[src/dccs_regs.svh]
`ifndef DCCS_REGS_SVH
`define DCCS_REGS_SVH

// Register byte offsets
`define DCCS_OFS_CTRL        8'h00
`define DCCS_OFS_KNEE_LOW    8'h04
`define DCCS_OFS_MID_HIGH    8'h08
`define DCCS_OFS_STATUS      8'h0c

// Reset values: analog command, hold below knee, settings at ground
`define DCCS_CTRL_RESET      32'h0000_0005
`define DCCS_SET_RESET       32'h0000_0000

// Control field positions
`define DCCS_CTRL_CMDTYPE    0
`define DCCS_CTRL_KNEESEL    1
`define DCCS_CTRL_WIDTHSEL   3
`define DCCS_CTRL_SOFTOFF    5
`define DCCS_CTRL_LEAD       6

// Setting registers: two 12-bit millivolt levels per word
`define DCCS_SET_LO          0
`define DCCS_SET_HI          16

// AXI responses
`define DCCS_RESP_OKAY       2'h0
`define DCCS_RESP_SLVERR     2'h2

// Quantiser thresholds in millivolts and span between them
`define DCCS_VLOW_MV         12'h271
`define DCCS_VHIGH_MV        12'hc35
`define DCCS_VSPAN_MV        12'h9c4

// Duty codes in 1/128, command codes in 1/1280 of full scale
`define DCCS_DUTY_FULL       11'h080
`define DCCS_CMD_FULL        11'h500
`define DCCS_CMD_MID         11'h280
`define DCCS_CMD_HIGH        11'h480
`define DCCS_HIGH_SPAN       11'h200
`define DCCS_KNEE_SCALE      11'h005

// Lead angle step limits per commutation width
`define DCCS_LEAD_MAX        4'h8
`define DCCS_LEAD_MAX135     4'h6
`define DCCS_LEAD_MAX150     4'h4

// Command absence time (2000 us = 2.0 ms) and clock rate in MHz
`define DCCS_ABSENT_TIME_US  32'h0000_07d0
`define DCCS_CLK_MHZ         32'h0000_0032

`endif

[src/dccs_pkg.sv]
`include "dccs_regs.svh"

package dccs_pkg;

  typedef enum logic [1:0] {LVL_LOW, LVL_MID, LVL_HIGH} dccs_level_t;
  typedef enum logic [1:0] {W_120, W_135, W_150} dccs_width_t;
  typedef enum logic [1:0] {SOFT_NONE, SOFT_135, SOFT_150A, SOFT_150B}
    dccs_soft_t;

  // Millivolt level to a code of 0..full, clamped at both thresholds
  function automatic logic [10:0] dccs_quant(input logic [11:0] mv,
                                            input logic [10:0] full);
    logic [31:0] t;
    t = 32'h0;
    if (mv <= `DCCS_VLOW_MV) return 11'h000;
    if (mv >= `DCCS_VHIGH_MV) return full;
    t = (32'(mv) - 32'(`DCCS_VLOW_MV)) * 32'(full) / 32'(`DCCS_VSPAN_MV);
    return t[10:0];
  endfunction : dccs_quant

endpackage : dccs_pkg

[src/dccs_div_if.sv]
`timescale 1ns/100ps
`default_nettype none

// Request and answer of one serial divider
interface dccs_div_if #(parameter int NW = 18, parameter int DW = 11);
  logic          start;
  logic [NW-1:0] num;
  logic [DW-1:0] den;
  logic          done;
  logic [NW-1:0] quo;
  modport master (output start, num, den, input done, quo);
  modport slave  (input start, num, den, output done, quo);
endinterface : dccs_div_if

`default_nettype wire

[src/dccs_div.sv]
`timescale 1ns/100ps
`default_nettype none

// Restoring divider, one quotient bit per clock; a start while busy is lost
module dccs_div #(
  parameter int NW = 18,
  parameter int DW = 11
) (
  input  wire logic  clock,
  input  wire logic  rst_n,
  dccs_div_if.slave  div
);
  logic [DW:0]   rem;
  logic [DW-1:0] den;
  logic [7:0]    cnt;
  logic          busy;
  logic [DW:0]   shifted;

  // Trial subtraction of the divisor from the shifted remainder
  assign shifted = {rem[DW-1:0], div.quo[NW-1]};

  always_ff @(posedge clock) begin
    if (!rst_n) begin
      busy     <= 1'b0;
      div.done <= 1'b0;
      div.quo  <= '0;
      rem      <= '0;
      den      <= '0;
      cnt      <= 8'h00;
    end else begin
      div.done <= 1'b0;
      if (div.start && !busy) begin
        busy    <= 1'b1;
        div.quo <= div.num;
        den     <= div.den;
        rem     <= '0;
        cnt     <= 8'(NW);
      end else if (busy) begin
        if (shifted >= {1'b0, den}) begin
          rem     <= shifted - {1'b0, den};
          div.quo <= {div.quo[NW-2:0], 1'b1};
        end else begin
          rem     <= shifted;
          div.quo <= {div.quo[NW-2:0], 1'b0};
        end
        cnt <= cnt - 8'h01;
        if (cnt == 8'h01) begin
          busy     <= 1'b0;
          div.done <= 1'b1;
        end
      end
    end
  end
endmodule : dccs_div

`default_nettype wire

[src/dccs_pwm_meas.sv]
`timescale 1ns/100ps
`default_nettype none

// Measures the duty of the command PWM as a code of 0..1280
module dccs_pwm_meas #(
  parameter int ABSENT_CYCLES = 100000,
  parameter int CW            = 17
) (
  input  wire logic   clock,
  input  wire logic   rst_n,
  input  wire logic   speedPwm,
  dccs_div_if.master  div,
  output logic        absent,
  output logic [10:0] cmdCode
);
  logic          prevPwm;
  logic [CW-1:0] highCnt;
  logic [CW-1:0] perCnt;
  logic [CW-1:0] offCnt;
  logic          rising;
  logic          stuckHigh;

  assign rising    = speedPwm && !prevPwm;
  assign stuckHigh = speedPwm && (perCnt >= CW'(ABSENT_CYCLES));

  // Each rising edge closes one period; it goes to the divider unless the command was absent
  always_ff @(posedge clock) begin
    if (!rst_n) begin
      prevPwm   <= 1'b0;
      highCnt   <= '0;
      perCnt    <= '0;
      offCnt    <= '0;
      absent    <= 1'b1;
      cmdCode   <= 11'h000;
      div.start <= 1'b0;
      div.num   <= '0;
      div.den   <= '0;
    end else begin
      prevPwm   <= speedPwm;
      div.start <= 1'b0;
      if (rising) begin
        div.start <= !absent && (perCnt != '0);
        div.num   <= 28'(highCnt) * 28'(`DCCS_CMD_FULL);
        div.den   <= perCnt;
        highCnt   <= CW'(1);
        perCnt    <= CW'(1);
        absent    <= 1'b0;
      end else begin
        if (!stuckHigh) perCnt <= perCnt + CW'(1);
        if (speedPwm && !stuckHigh) highCnt <= highCnt + CW'(1);
      end
      // Off time of the absence limit means no command at all
      if (speedPwm) offCnt <= '0;
      else if (offCnt != CW'(ABSENT_CYCLES)) offCnt <= offCnt + CW'(1);
      if (!speedPwm && offCnt == CW'(ABSENT_CYCLES - 1)) absent <= 1'b1;
      if (stuckHigh) cmdCode <= `DCCS_CMD_FULL;
      else if (div.done)
        cmdCode <= (div.quo > 28'(`DCCS_CMD_FULL)) ? `DCCS_CMD_FULL
                                                   : div.quo[10:0];
    end
  end
endmodule : dccs_pwm_meas

`default_nettype wire

[src/dccs_top.sv]
// What this block does
// Three set duties define three curve points
// Command 50% yields the mid point duty
// Command 90% yields the high point duty
// Point duty settings quantise to 1/128 steps
// Settings should rise low to mid to high
// Knee command 0..50% from knee setting
// High select: hold low duty below knee
// Middle select: ramp knee duty to zero
// Low select: zero duty below knee
// Startup forces 120, zero lead, no soft
// Sensorless drive takes the selected waveform
// Soft switching steps duty around commutations
// Soft off: widths 120, 135, 150
// Soft on: 150 B, 135, 150 A
// The 150 patterns step duty differently
// Command is analog level or PWM duty
// PWM off 2.0 ms means no command
// Linear between points, last slope clamped above
// Recompute continually, load at carrier boundary
`timescale 1ns/100ps
`default_nettype none

module dccs_top #(
  parameter int ABSENT_CYCLES = `DCCS_ABSENT_TIME_US * `DCCS_CLK_MHZ,
  parameter int CARRIER_DIV   = 8
) (
  input  wire logic               clock,
  input  wire logic               rst_n,
  input  wire logic [7:0]         awaddr,
  input  wire logic [2:0]         awprot,
  input  wire logic               awvalid,
  output logic                    awready,
  input  wire logic [31:0]        wdata,
  input  wire logic [3:0]         wstrb,
  input  wire logic               wvalid,
  output logic                    wready,
  output logic [1:0]              bresp,
  output logic                    bvalid,
  input  wire logic               bready,
  input  wire logic [7:0]         araddr,
  input  wire logic [2:0]         arprot,
  input  wire logic               arvalid,
  output logic                    arready,
  output logic [31:0]             rdata,
  output logic [1:0]              rresp,
  output logic                    rvalid,
  input  wire logic               rready,
  input  wire logic [11:0]        speedLevelMv,
  input  wire logic               speedPwm,
  input  wire logic               sensorlessMode,
  input  wire logic               commutationEvent,
  output logic                    pwmOut,
  output var dccs_pkg::dccs_width_t commWidth,
  output logic [3:0]              leadAngle,
  output var dccs_pkg::dccs_soft_t  softPattern
);
  import dccs_pkg::*;

  typedef enum logic {CV_LOAD, CV_WAIT} dccs_curve_t;

  // Byte-lane merge for register writes
  function automatic logic [31:0] applyStrb(input logic [31:0] old,
                                            input logic [31:0] data,
                                            input logic [3:0]  strb);
    logic [31:0] r;
    r = old;
    for (int i = 0; i < 4; i++) begin
      if (strb[i]) r[i*8 +: 8] = data[i*8 +: 8];
    end
    return r;
  endfunction : applyStrb

  // Duty scale in quarters for each soft stage; A steps finer than B
  function automatic logic [2:0] stageFactor(input dccs_soft_t pat,
                                             input logic [1:0] stage);
    logic [2:0] f;
    f = 3'h4;
    unique case (pat)
      SOFT_NONE: f = 3'h4;
      SOFT_135:  f = (stage == 2'h0) ? 3'h2 : (stage == 2'h1) ? 3'h3 : 3'h4;
      SOFT_150A: f = 3'(stage) + 3'h1;
      SOFT_150B: f = (stage == 2'h0) ? 3'h2 : 3'h4;
    endcase
    return f;
  endfunction : stageFactor

  logic [31:0] ctrlReg;
  logic [31:0] kneeLowReg;
  logic [31:0] midHighReg;
  logic        awHeld, wHeld;
  logic [7:0]  awAddrQ;
  logic [31:0] wDataQ;
  logic [3:0]  wStrbQ;
  logic        next_awHeld, next_wHeld, next_bvalid, next_rvalid;
  logic        doWrite, wrHit, rdHit;
  logic [31:0] readWord, statusWord;
  logic [7:0]  wrAddr, rdAddr;

  // Write address and data are taken in either order, then answered
  assign doWrite     = awHeld && wHeld && !bvalid;
  assign next_awHeld = doWrite ? 1'b0 : (awHeld || (awvalid && awready));
  assign next_wHeld  = doWrite ? 1'b0 : (wHeld || (wvalid && wready));
  assign next_bvalid = doWrite || (bvalid && !bready);
  assign next_rvalid = (arvalid && arready) || (rvalid && !rready);
  assign wrAddr      = {awAddrQ[7:2], 2'h0};
  assign rdAddr      = {araddr[7:2], 2'h0};
  assign wrHit = (wrAddr == `DCCS_OFS_CTRL) ||
                 (wrAddr == `DCCS_OFS_KNEE_LOW) ||
                 (wrAddr == `DCCS_OFS_MID_HIGH);
  assign rdHit = wrHitRd(rdAddr);

  function automatic logic wrHitRd(input logic [7:0] a);
    return (a == `DCCS_OFS_CTRL) || (a == `DCCS_OFS_KNEE_LOW) ||
           (a == `DCCS_OFS_MID_HIGH) || (a == `DCCS_OFS_STATUS);
  endfunction : wrHitRd

  assign readWord =
    (rdAddr == `DCCS_OFS_CTRL)     ? ctrlReg :
    (rdAddr == `DCCS_OFS_KNEE_LOW) ? kneeLowReg :
    (rdAddr == `DCCS_OFS_MID_HIGH) ? midHighReg :
    (rdAddr == `DCCS_OFS_STATUS)   ? statusWord : 32'h0000_0000;

  // Bus handshake state and write responses
  always_ff @(posedge clock) begin
    if (!rst_n) begin
      awHeld  <= 1'b0;
      wHeld   <= 1'b0;
      awAddrQ <= 8'h00;
      wDataQ  <= 32'h0000_0000;
      wStrbQ  <= 4'h0;
      awready <= 1'b0;
      wready  <= 1'b0;
      bvalid  <= 1'b0;
      bresp   <= `DCCS_RESP_OKAY;
    end else begin
      awHeld  <= next_awHeld;
      wHeld   <= next_wHeld;
      bvalid  <= next_bvalid;
      awready <= !next_awHeld && !next_bvalid;
      wready  <= !next_wHeld && !next_bvalid;
      if (awvalid && awready) awAddrQ <= awaddr;
      if (wvalid && wready) begin
        wDataQ <= wdata;
        wStrbQ <= wstrb;
      end
      if (doWrite) bresp <= wrHit ? `DCCS_RESP_OKAY : `DCCS_RESP_SLVERR;
    end
  end

  // Read channel; one read at a time
  always_ff @(posedge clock) begin
    if (!rst_n) begin
      arready <= 1'b0;
      rvalid  <= 1'b0;
      rdata   <= 32'h0000_0000;
      rresp   <= `DCCS_RESP_OKAY;
    end else begin
      rvalid  <= next_rvalid;
      arready <= !next_rvalid;
      if (arvalid && arready) begin
        rdata <= readWord;
        rresp <= rdHit ? `DCCS_RESP_OKAY : `DCCS_RESP_SLVERR;
      end
    end
  end

  // Setting registers; the status word is read only
  always_ff @(posedge clock) begin
    if (!rst_n) begin
      ctrlReg    <= `DCCS_CTRL_RESET;
      kneeLowReg <= `DCCS_SET_RESET;
      midHighReg <= `DCCS_SET_RESET;
    end else if (doWrite) begin
      if (wrAddr == `DCCS_OFS_CTRL)
        ctrlReg <= applyStrb(ctrlReg, wDataQ, wStrbQ);
      if (wrAddr == `DCCS_OFS_KNEE_LOW)
        kneeLowReg <= applyStrb(kneeLowReg, wDataQ, wStrbQ);
      if (wrAddr == `DCCS_OFS_MID_HIGH)
        midHighReg <= applyStrb(midHighReg, wDataQ, wStrbQ);
    end
  end

  // Decoded settings
  logic        cmdIsAnalog, softOff;
  logic [1:0]  kneeSelRaw, widthSelRaw;
  logic [3:0]  leadSet;
  logic [10:0] kneeCode, lowDuty, midDuty, highDuty, kneeCmd;

  assign cmdIsAnalog = ctrlReg[`DCCS_CTRL_CMDTYPE];
  assign kneeSelRaw  = ctrlReg[`DCCS_CTRL_KNEESEL +: 2];
  assign widthSelRaw = ctrlReg[`DCCS_CTRL_WIDTHSEL +: 2];
  assign softOff     = ctrlReg[`DCCS_CTRL_SOFTOFF];
  assign leadSet     = ctrlReg[`DCCS_CTRL_LEAD +: 4];
  assign kneeCode = dccs_quant(kneeLowReg[`DCCS_SET_LO +: 12],
                               `DCCS_DUTY_FULL);
  assign lowDuty  = dccs_quant(kneeLowReg[`DCCS_SET_HI +: 12],
                               `DCCS_DUTY_FULL);
  assign midDuty  = dccs_quant(midHighReg[`DCCS_SET_LO +: 12],
                               `DCCS_DUTY_FULL);
  assign highDuty = dccs_quant(midHighReg[`DCCS_SET_HI +: 12],
                               `DCCS_DUTY_FULL);
  // Knee code 0..128 spans 0..640 of the command scale
  assign kneeCmd  = 11'(kneeCode * `DCCS_KNEE_SCALE);

  // Command source selection
  dccs_div_if #(.NW(28), .DW(17)) pwmDiv ();
  dccs_div_if #(.NW(18), .DW(11)) curveDiv ();
  logic        cmdAbsent, pwmAbsent;
  logic [10:0] pwmCmd, cmd;

  dccs_div #(.NW(28), .DW(17)) u_pwm_div (
    .clock (clock),
    .rst_n (rst_n),
    .div   (pwmDiv)
  );
  dccs_div #(.NW(18), .DW(11)) u_curve_div (
    .clock (clock),
    .rst_n (rst_n),
    .div   (curveDiv)
  );
  dccs_pwm_meas #(.ABSENT_CYCLES(ABSENT_CYCLES), .CW(17)) u_meas (
    .clock    (clock),
    .rst_n    (rst_n),
    .speedPwm (speedPwm),
    .div      (pwmDiv),
    .absent   (pwmAbsent),
    .cmdCode  (pwmCmd)
  );

  assign cmdAbsent = !cmdIsAnalog && pwmAbsent;
  assign cmd = cmdAbsent ? 11'h000 :
               cmdIsAnalog ? dccs_quant(speedLevelMv, `DCCS_CMD_FULL)
                           : pwmCmd;

  // Curve segment: up to knee, knee to mid, or above mid
  logic        inBelow, inLower, needDiv, yNeg;
  logic [10:0] directY, baseY, dyMag, dx, den;

  assign inBelow = cmd <= kneeCmd;
  assign inLower = cmd <= `DCCS_CMD_MID;
  assign directY =
    (kneeSelRaw == 2'(LVL_LOW)) ? 11'h000 :
    (kneeSelRaw == 2'(LVL_MID)) ? 11'h000 : lowDuty;
  // A zero knee leaves no ramp to divide over
  assign needDiv = !inBelow || (kneeSelRaw == 2'(LVL_MID) &&
                                kneeCmd != 11'h000);
  assign baseY = inBelow ? 11'h000 : inLower ? lowDuty : midDuty;
  assign yNeg  = !inBelow && (inLower ? (midDuty < lowDuty)
                                      : (highDuty < midDuty));
  assign dyMag = inBelow ? lowDuty :
                 inLower ? ((midDuty < lowDuty) ? lowDuty - midDuty
                                                : midDuty - lowDuty) :
                 ((highDuty < midDuty) ? midDuty - highDuty
                                       : highDuty - midDuty);
  assign dx  = inBelow ? cmd : inLower ? cmd - kneeCmd
                                       : cmd - `DCCS_CMD_MID;
  // Fixed 512 span carries the mid-to-high slope past 90%
  assign den = inBelow ? kneeCmd : inLower ? `DCCS_CMD_MID - kneeCmd
                                           : `DCCS_HIGH_SPAN;

  // Curve evaluation loops without pause, so any change is picked up
  dccs_curve_t curveState;
  logic [7:0]  mappedDuty;
  logic [11:0] sum;

  assign sum = yNeg ? 12'(baseY) - 12'(curveDiv.quo[10:0])
                    : 12'(baseY) + 12'(curveDiv.quo[10:0]);

  always_ff @(posedge clock) begin
    if (!rst_n) begin
      curveState     <= CV_LOAD;
      mappedDuty     <= 8'h00;
      curveDiv.start <= 1'b0;
      curveDiv.num   <= 18'h00000;
      curveDiv.den   <= 11'h000;
    end else begin
      curveDiv.start <= 1'b0;
      unique case (curveState)
        CV_LOAD: begin
          if (needDiv) begin
            curveDiv.start <= 1'b1;
            curveDiv.num   <= 18'(dyMag) * 18'(dx);
            curveDiv.den   <= den;
            curveState     <= CV_WAIT;
          end else begin
            mappedDuty <= directY[7:0];
          end
        end
        CV_WAIT: begin
          if (curveDiv.done) begin
            curveState <= CV_LOAD;
            // Clamp to 0..128 when the slope runs out of range
            mappedDuty <= sum[11] ? 8'h00 :
                          (sum > 12'(`DCCS_DUTY_FULL)) ? 8'h80
                                                      : sum[7:0];
          end
        end
      endcase
    end
  end

  // Commutation waveform selection
  dccs_width_t next_width;
  dccs_soft_t  next_soft;
  logic [3:0]  next_lead, leadLimit;
  dccs_level_t widthSel;

  assign widthSel = (widthSelRaw == 2'(LVL_LOW)) ? LVL_LOW :
                    (widthSelRaw == 2'(LVL_MID)) ? LVL_MID : LVL_HIGH;
  assign next_width =
    !sensorlessMode ? W_120 :
    (widthSel == LVL_MID) ? W_135 :
    (widthSel == LVL_LOW || !softOff) ? W_150 : W_120;
  assign next_soft =
    (!sensorlessMode || softOff) ? SOFT_NONE :
    (widthSel == LVL_HIGH) ? SOFT_150B :
    (widthSel == LVL_MID) ? SOFT_135 : SOFT_150A;
  // Wider overlap leaves less room for lead
  assign leadLimit = (next_width == W_135) ? `DCCS_LEAD_MAX135 :
                     (next_width == W_150) ? `DCCS_LEAD_MAX150
                                           : `DCCS_LEAD_MAX;
  assign next_lead = !sensorlessMode ? 4'h0 :
                     (leadSet > leadLimit) ? leadLimit : leadSet;

  always_ff @(posedge clock) begin
    if (!rst_n) begin
      commWidth   <= W_120;
      softPattern <= SOFT_NONE;
      leadAngle   <= 4'h0;
    end else begin
      commWidth   <= next_width;
      softPattern <= next_soft;
      leadAngle   <= next_lead;
    end
  end

  // Carrier: one enable pulse per CARRIER_DIV clocks, 128 steps a period
  logic [15:0] divCnt;
  logic [6:0]  carrierCnt;
  logic [7:0]  compare;
  logic [1:0]  softStage;
  logic        carrierTick, boundary;
  logic [10:0] scaledDuty;
  logic [7:0]  next_compare;

  assign carrierTick = divCnt == 16'(CARRIER_DIV - 1);
  assign boundary    = carrierTick && carrierCnt == 7'h7f;
  assign scaledDuty  = 11'(mappedDuty) * 11'(stageFactor(softPattern,
                                                         softStage));
  assign next_compare = cmdAbsent ? 8'h00 : scaledDuty[9:2];

  always_ff @(posedge clock) begin
    if (!rst_n) begin
      divCnt     <= 16'h0000;
      carrierCnt <= 7'h00;
      compare    <= 8'h00;
      softStage  <= 2'h3;
      pwmOut     <= 1'b0;
    end else begin
      divCnt <= carrierTick ? 16'h0000 : divCnt + 16'h0001;
      if (carrierTick) carrierCnt <= carrierCnt + 7'h01;
      if (boundary) compare <= next_compare;
      // A commutation restarts the duty staircase
      if (commutationEvent && softPattern != SOFT_NONE)
        softStage <= 2'h0;
      else if (boundary && softStage != 2'h3)
        softStage <= softStage + 2'h1;
      pwmOut <= {1'b0, carrierCnt} < compare;
    end
  end

  assign statusWord = {3'h0, leadAngle, softPattern, commWidth,
                       sensorlessMode, cmdAbsent, cmd, compare};

endmodule : dccs_top

`default_nettype wire

[config.mk]
export PLATFORM = sky130hd
export DESIGN_NAME = dccs_top
export DESIGN_NICKNAME = d
export VERILOG_FILES = /design/src/dccs_pkg.sv /design/src/dccs_div_if.sv /design/src/dccs_div.sv /design/src/dccs_pwm_meas.sv /design/src/dccs_top.sv
export VERILOG_INCLUDE_DIRS = /design/src
export SDC_FILE = /design/constraint.sdc
export NUM_CORES = 2
export LEC_CHECK = 0
export BUFFER_PORTS_ARGS = -buffer_cell sky130_fd_sc_hd__buf_2
export CAP_MARGIN = 20
export CORE_MARGIN = 2
export CORE_UTILIZATION = 41
export DETAILED_ROUTE_END_ITERATION = 10
export PLACE_DENSITY = 0.67
export SYNTH_ARGS = -nofsm -noshare
export SYNTH_HDL_FRONTEND = slang
export SYNTH_SLANG_ARGS = --single-unit
[constraint.sdc]
create_clock -name clock -period 54.5 [get_ports clock]
set_clock_uncertainty 0.2 [all_clocks]
set_input_delay 2.725 -clock clock [delete_from_list [all_inputs] [get_ports clock]]
set_output_delay 2.725 -clock clock [all_outputs]
set_load 0.02 [all_outputs]
==> reports/metrics.yaml <==
hold_path:
  min_to: "divCnt[0]"
  hold_path_class: "reg2reg"
  worst_hold_path.num_cells: 1
  hp-start: "divCnt[0]"
clock_network:
  cts_resized: 0
  cts_setup_buffers: 0
  root_buffer: "clkbuf_16"
  numCtsBuffers: 55
  path_clk_slew_ps: 60
  ctsHoldBuffers: 0
  h-tree-depth: 2
  worst_skew_pair.late_latency_ps: 680
  cts_tree: "done"
  cts_num_sinks: 484
  clockBufferDepth: 3
logic_synthesis:
  synthArstFlopShare_pct: 0
  yosysTopAreaCell: "dfxtp_1"
  synth_edf_count: 0
  synth_most_common_cell: "nor2_1"
  ys_seq_area_share_pct: 20.7
  synthTopCellsByArea: "dfxtp_1, ha_1, xnor2_1, nor2_1, mux2i_1"
  synthTopCellsByCount: "nor2_1, nand2_1, dfxtp_1"
  synth_warnings: 0
  syn_area_um2: 46700
  syn_inst: 6129
  avgSynthCellArea_um2: 7.62
  ys_ff_latch: 484
  yosys.cell_types.count: 136
  synth_top_area_share_pct: 20.7
  ys.flop_type: "dfxtp_1"
floorplanning:
  die_area_um2: 117000
  rows: 123
  core_um2: 113000
  start_util_pct: 41.4
  io_pins: 130
  die_h_um: 342
  die_width_um: 342
cells_and_area:
  multi_input_area_um2: 34800
  nets: 6552
  fin_area_um2: 50400
  syn_to_final_growth_pct: 7.91
  fill_cells: 11400
  seqCellArea_um2: 9690
  drive_above_1_share_pct: 7.53
global_route:
  grt_pass1_wl_um: 211000
  grt_max_degree: 144
  grt_overflow: 0
  track_usage_pct: 21.5
  grt_pass1_vias: 40600
  antenna_found_initial: 6
route:
  dr.pass1.iters: 6
  avgRoutedWirePerCell_um: 16.9
  routed_via_density: 5.68
  wl_um: 129000
  ant_nets: 0
  drc: 0
  drtIter0Drc: 3244
  via_count: 43400
worst_setup_path:
  crit_path_top_delay_cell: "a21oi_1"
  r2r_slack_ps: 28300
  r2r_cells: 105
  r2r_start: "midHighReg[0]"
  arrival_ps: 35780
  cp-start-kind: "input port"
  r2r-end: "curveDiv.num[17]"
  cp.required_ps: 54790
  cp_common_cell: "ha_1"
  cp_slowest_stage_delay_ps: 800
  worstPathMaxFanout: 38
  critPathCaptureType: "register"
  crit_type: "in2reg"
place:
  pre_cts_ws_ps: 19080
  io_buffer_count: 117
  dpl_cell_area_um2: 48500
  hpwl_um: 99100
  routabilityCongestion: 0.937
sta:
  slew_violations: 0
  hold_viol_final: 0
  final.setup.tns_ps: 0
  tightest_slew_ps: 1160
  rsz0062_at_grt: "no"
  fin_ws_ps: 19010
  hold_ws_ps: 247
  slew_headroom_pct: 22.2
  finalCritPeriodShare_pct: 65.1
  fin_crit_ps: 35490
  max_freq_mhz: 28.2
  setup_viol_count_final: 0
flow_run:
  max-cap-violations: 0
outcome:
  status: "complete, no violations"
## state kept, by name (all words and copies together), names as in the netlist, 16 cells and up
register             flops
ctrlReg                 32
wDataQ                  32
u_meas.offCnt           17
u_pwm_div.rem           17
u_meas.div.den          17
curveDiv.num            18
u_curve_div.div.quo     18
kneeLowReg              32
midHighReg              32
u_meas.div.num          20
u_pwm_div.div.quo       28
rdata                   32
u_meas.perCnt           17
u_pwm_div.den           17
u_meas.highCnt          17
divCnt                  16
## cells in the final DEF, fill, tap and decap left out, types with 33 or more instances in the layout
master / n
a211oi_1: 73
a21o_1: 117
a21oi_1: 458
a22o_1: 72
a22oi_1: 33
a31oi_1: 48
and2_1: 52
and3_1: 56
buf_2: 118
buf_4: 46
clkbuf_16: 56
dfxtp_1: 482
fa_1: 93
ha_1: 286
inv_1: 330
mux2_2: 49
mux2i_1: 245
nand2_1: 626
nand2b_1: 93
nand3_1: 167
nand4_1: 50
nor2_1: 757
nor2b_1: 85
nor3_1: 131
nor3b_1: 34
nor4_1: 44
o21ai_0: 240
o21bai_1: 44
o31ai_1: 36
or2_2: 37
or3_1: 36
xnor2_1: 327
xor2_1: 214
## kinds of logic (layout without fill, tap and decap cells)
| logic type | Yosys count | after routing | share of synthesized area (%) |
|---|---|---|---|
| DFF | 484 | 484 | 20.7 |
| buffers and inverters | 607 | 600 | 5.08 |
| other | 2 | 14 | 0.0161 |
| and+or+nand+nor | 2291 | 2291 | 23.1 |
| adders and majority gates | 390 | 390 | 11.9 |
| xor gates and xnor gates | 546 | 546 | 10.3 |
| muxes | 310 | 310 | 7.07 |
| AOI/OAI and AO/OA | 1499 | 1499 | 21.8 |
## how the worst max path moves through the flow
stage	from	to	slack [ps]
floorplan	speedLevelMv[0]	curveDiv.num[17]	25060
global placement	speedLevelMv[0]	curveDiv.num[17]	19280
finish	speedLevelMv[0]	curveDiv.num[17]	19010
detailed placement	speedLevelMv[0]	curveDiv.num[17]	19080
CTS	speedLevelMv[0]	curveDiv.num[17]	19650
global route	speedLevelMv[0]	curveDiv.num[17]	16750
## final cells by class
type	count	share of cell area, %
repair buffers	165	1.91
diodes	2	0.00992
clock inverters	21	0.600
multi-input cells	5048	68.9
inverters	339	2.54
well taps	1500	3.72
clock buffers	75	3.06
flip-flops and latches	484	19.2
## layer usage
layer / share of wire (%) / GRT usage, % / up-vias
met3: 5.4 / 2.12 / 169
met4: 2.6 / 6.04 / 4
met2: 46 / 36.5 / 1051
met1: 46 / 28.9 / 20600
li1: - / - / 21500
met5: 0.022 / 0 / -
## per-stage QoR
step                cells  utilization [%]
finish               7634             44.7
global route         7634             44.7
CTS                  7627             44.6
detailed placement   7531             43.0
global placement     7531             43.0
floorplan            6139                -
## worst max-delay path: cells and delay by family
kind	cells	cell delay, ps
compound gates	53	13940
xor+xnor	5	1550
fa+ha+maj	15	5660
buf+inv	10	1700
mux	6	1840
simple gates	29	8240
Power is not shown: default switching activity piles up to over one toggle a cycle in this logic, so the estimate is an artifact.
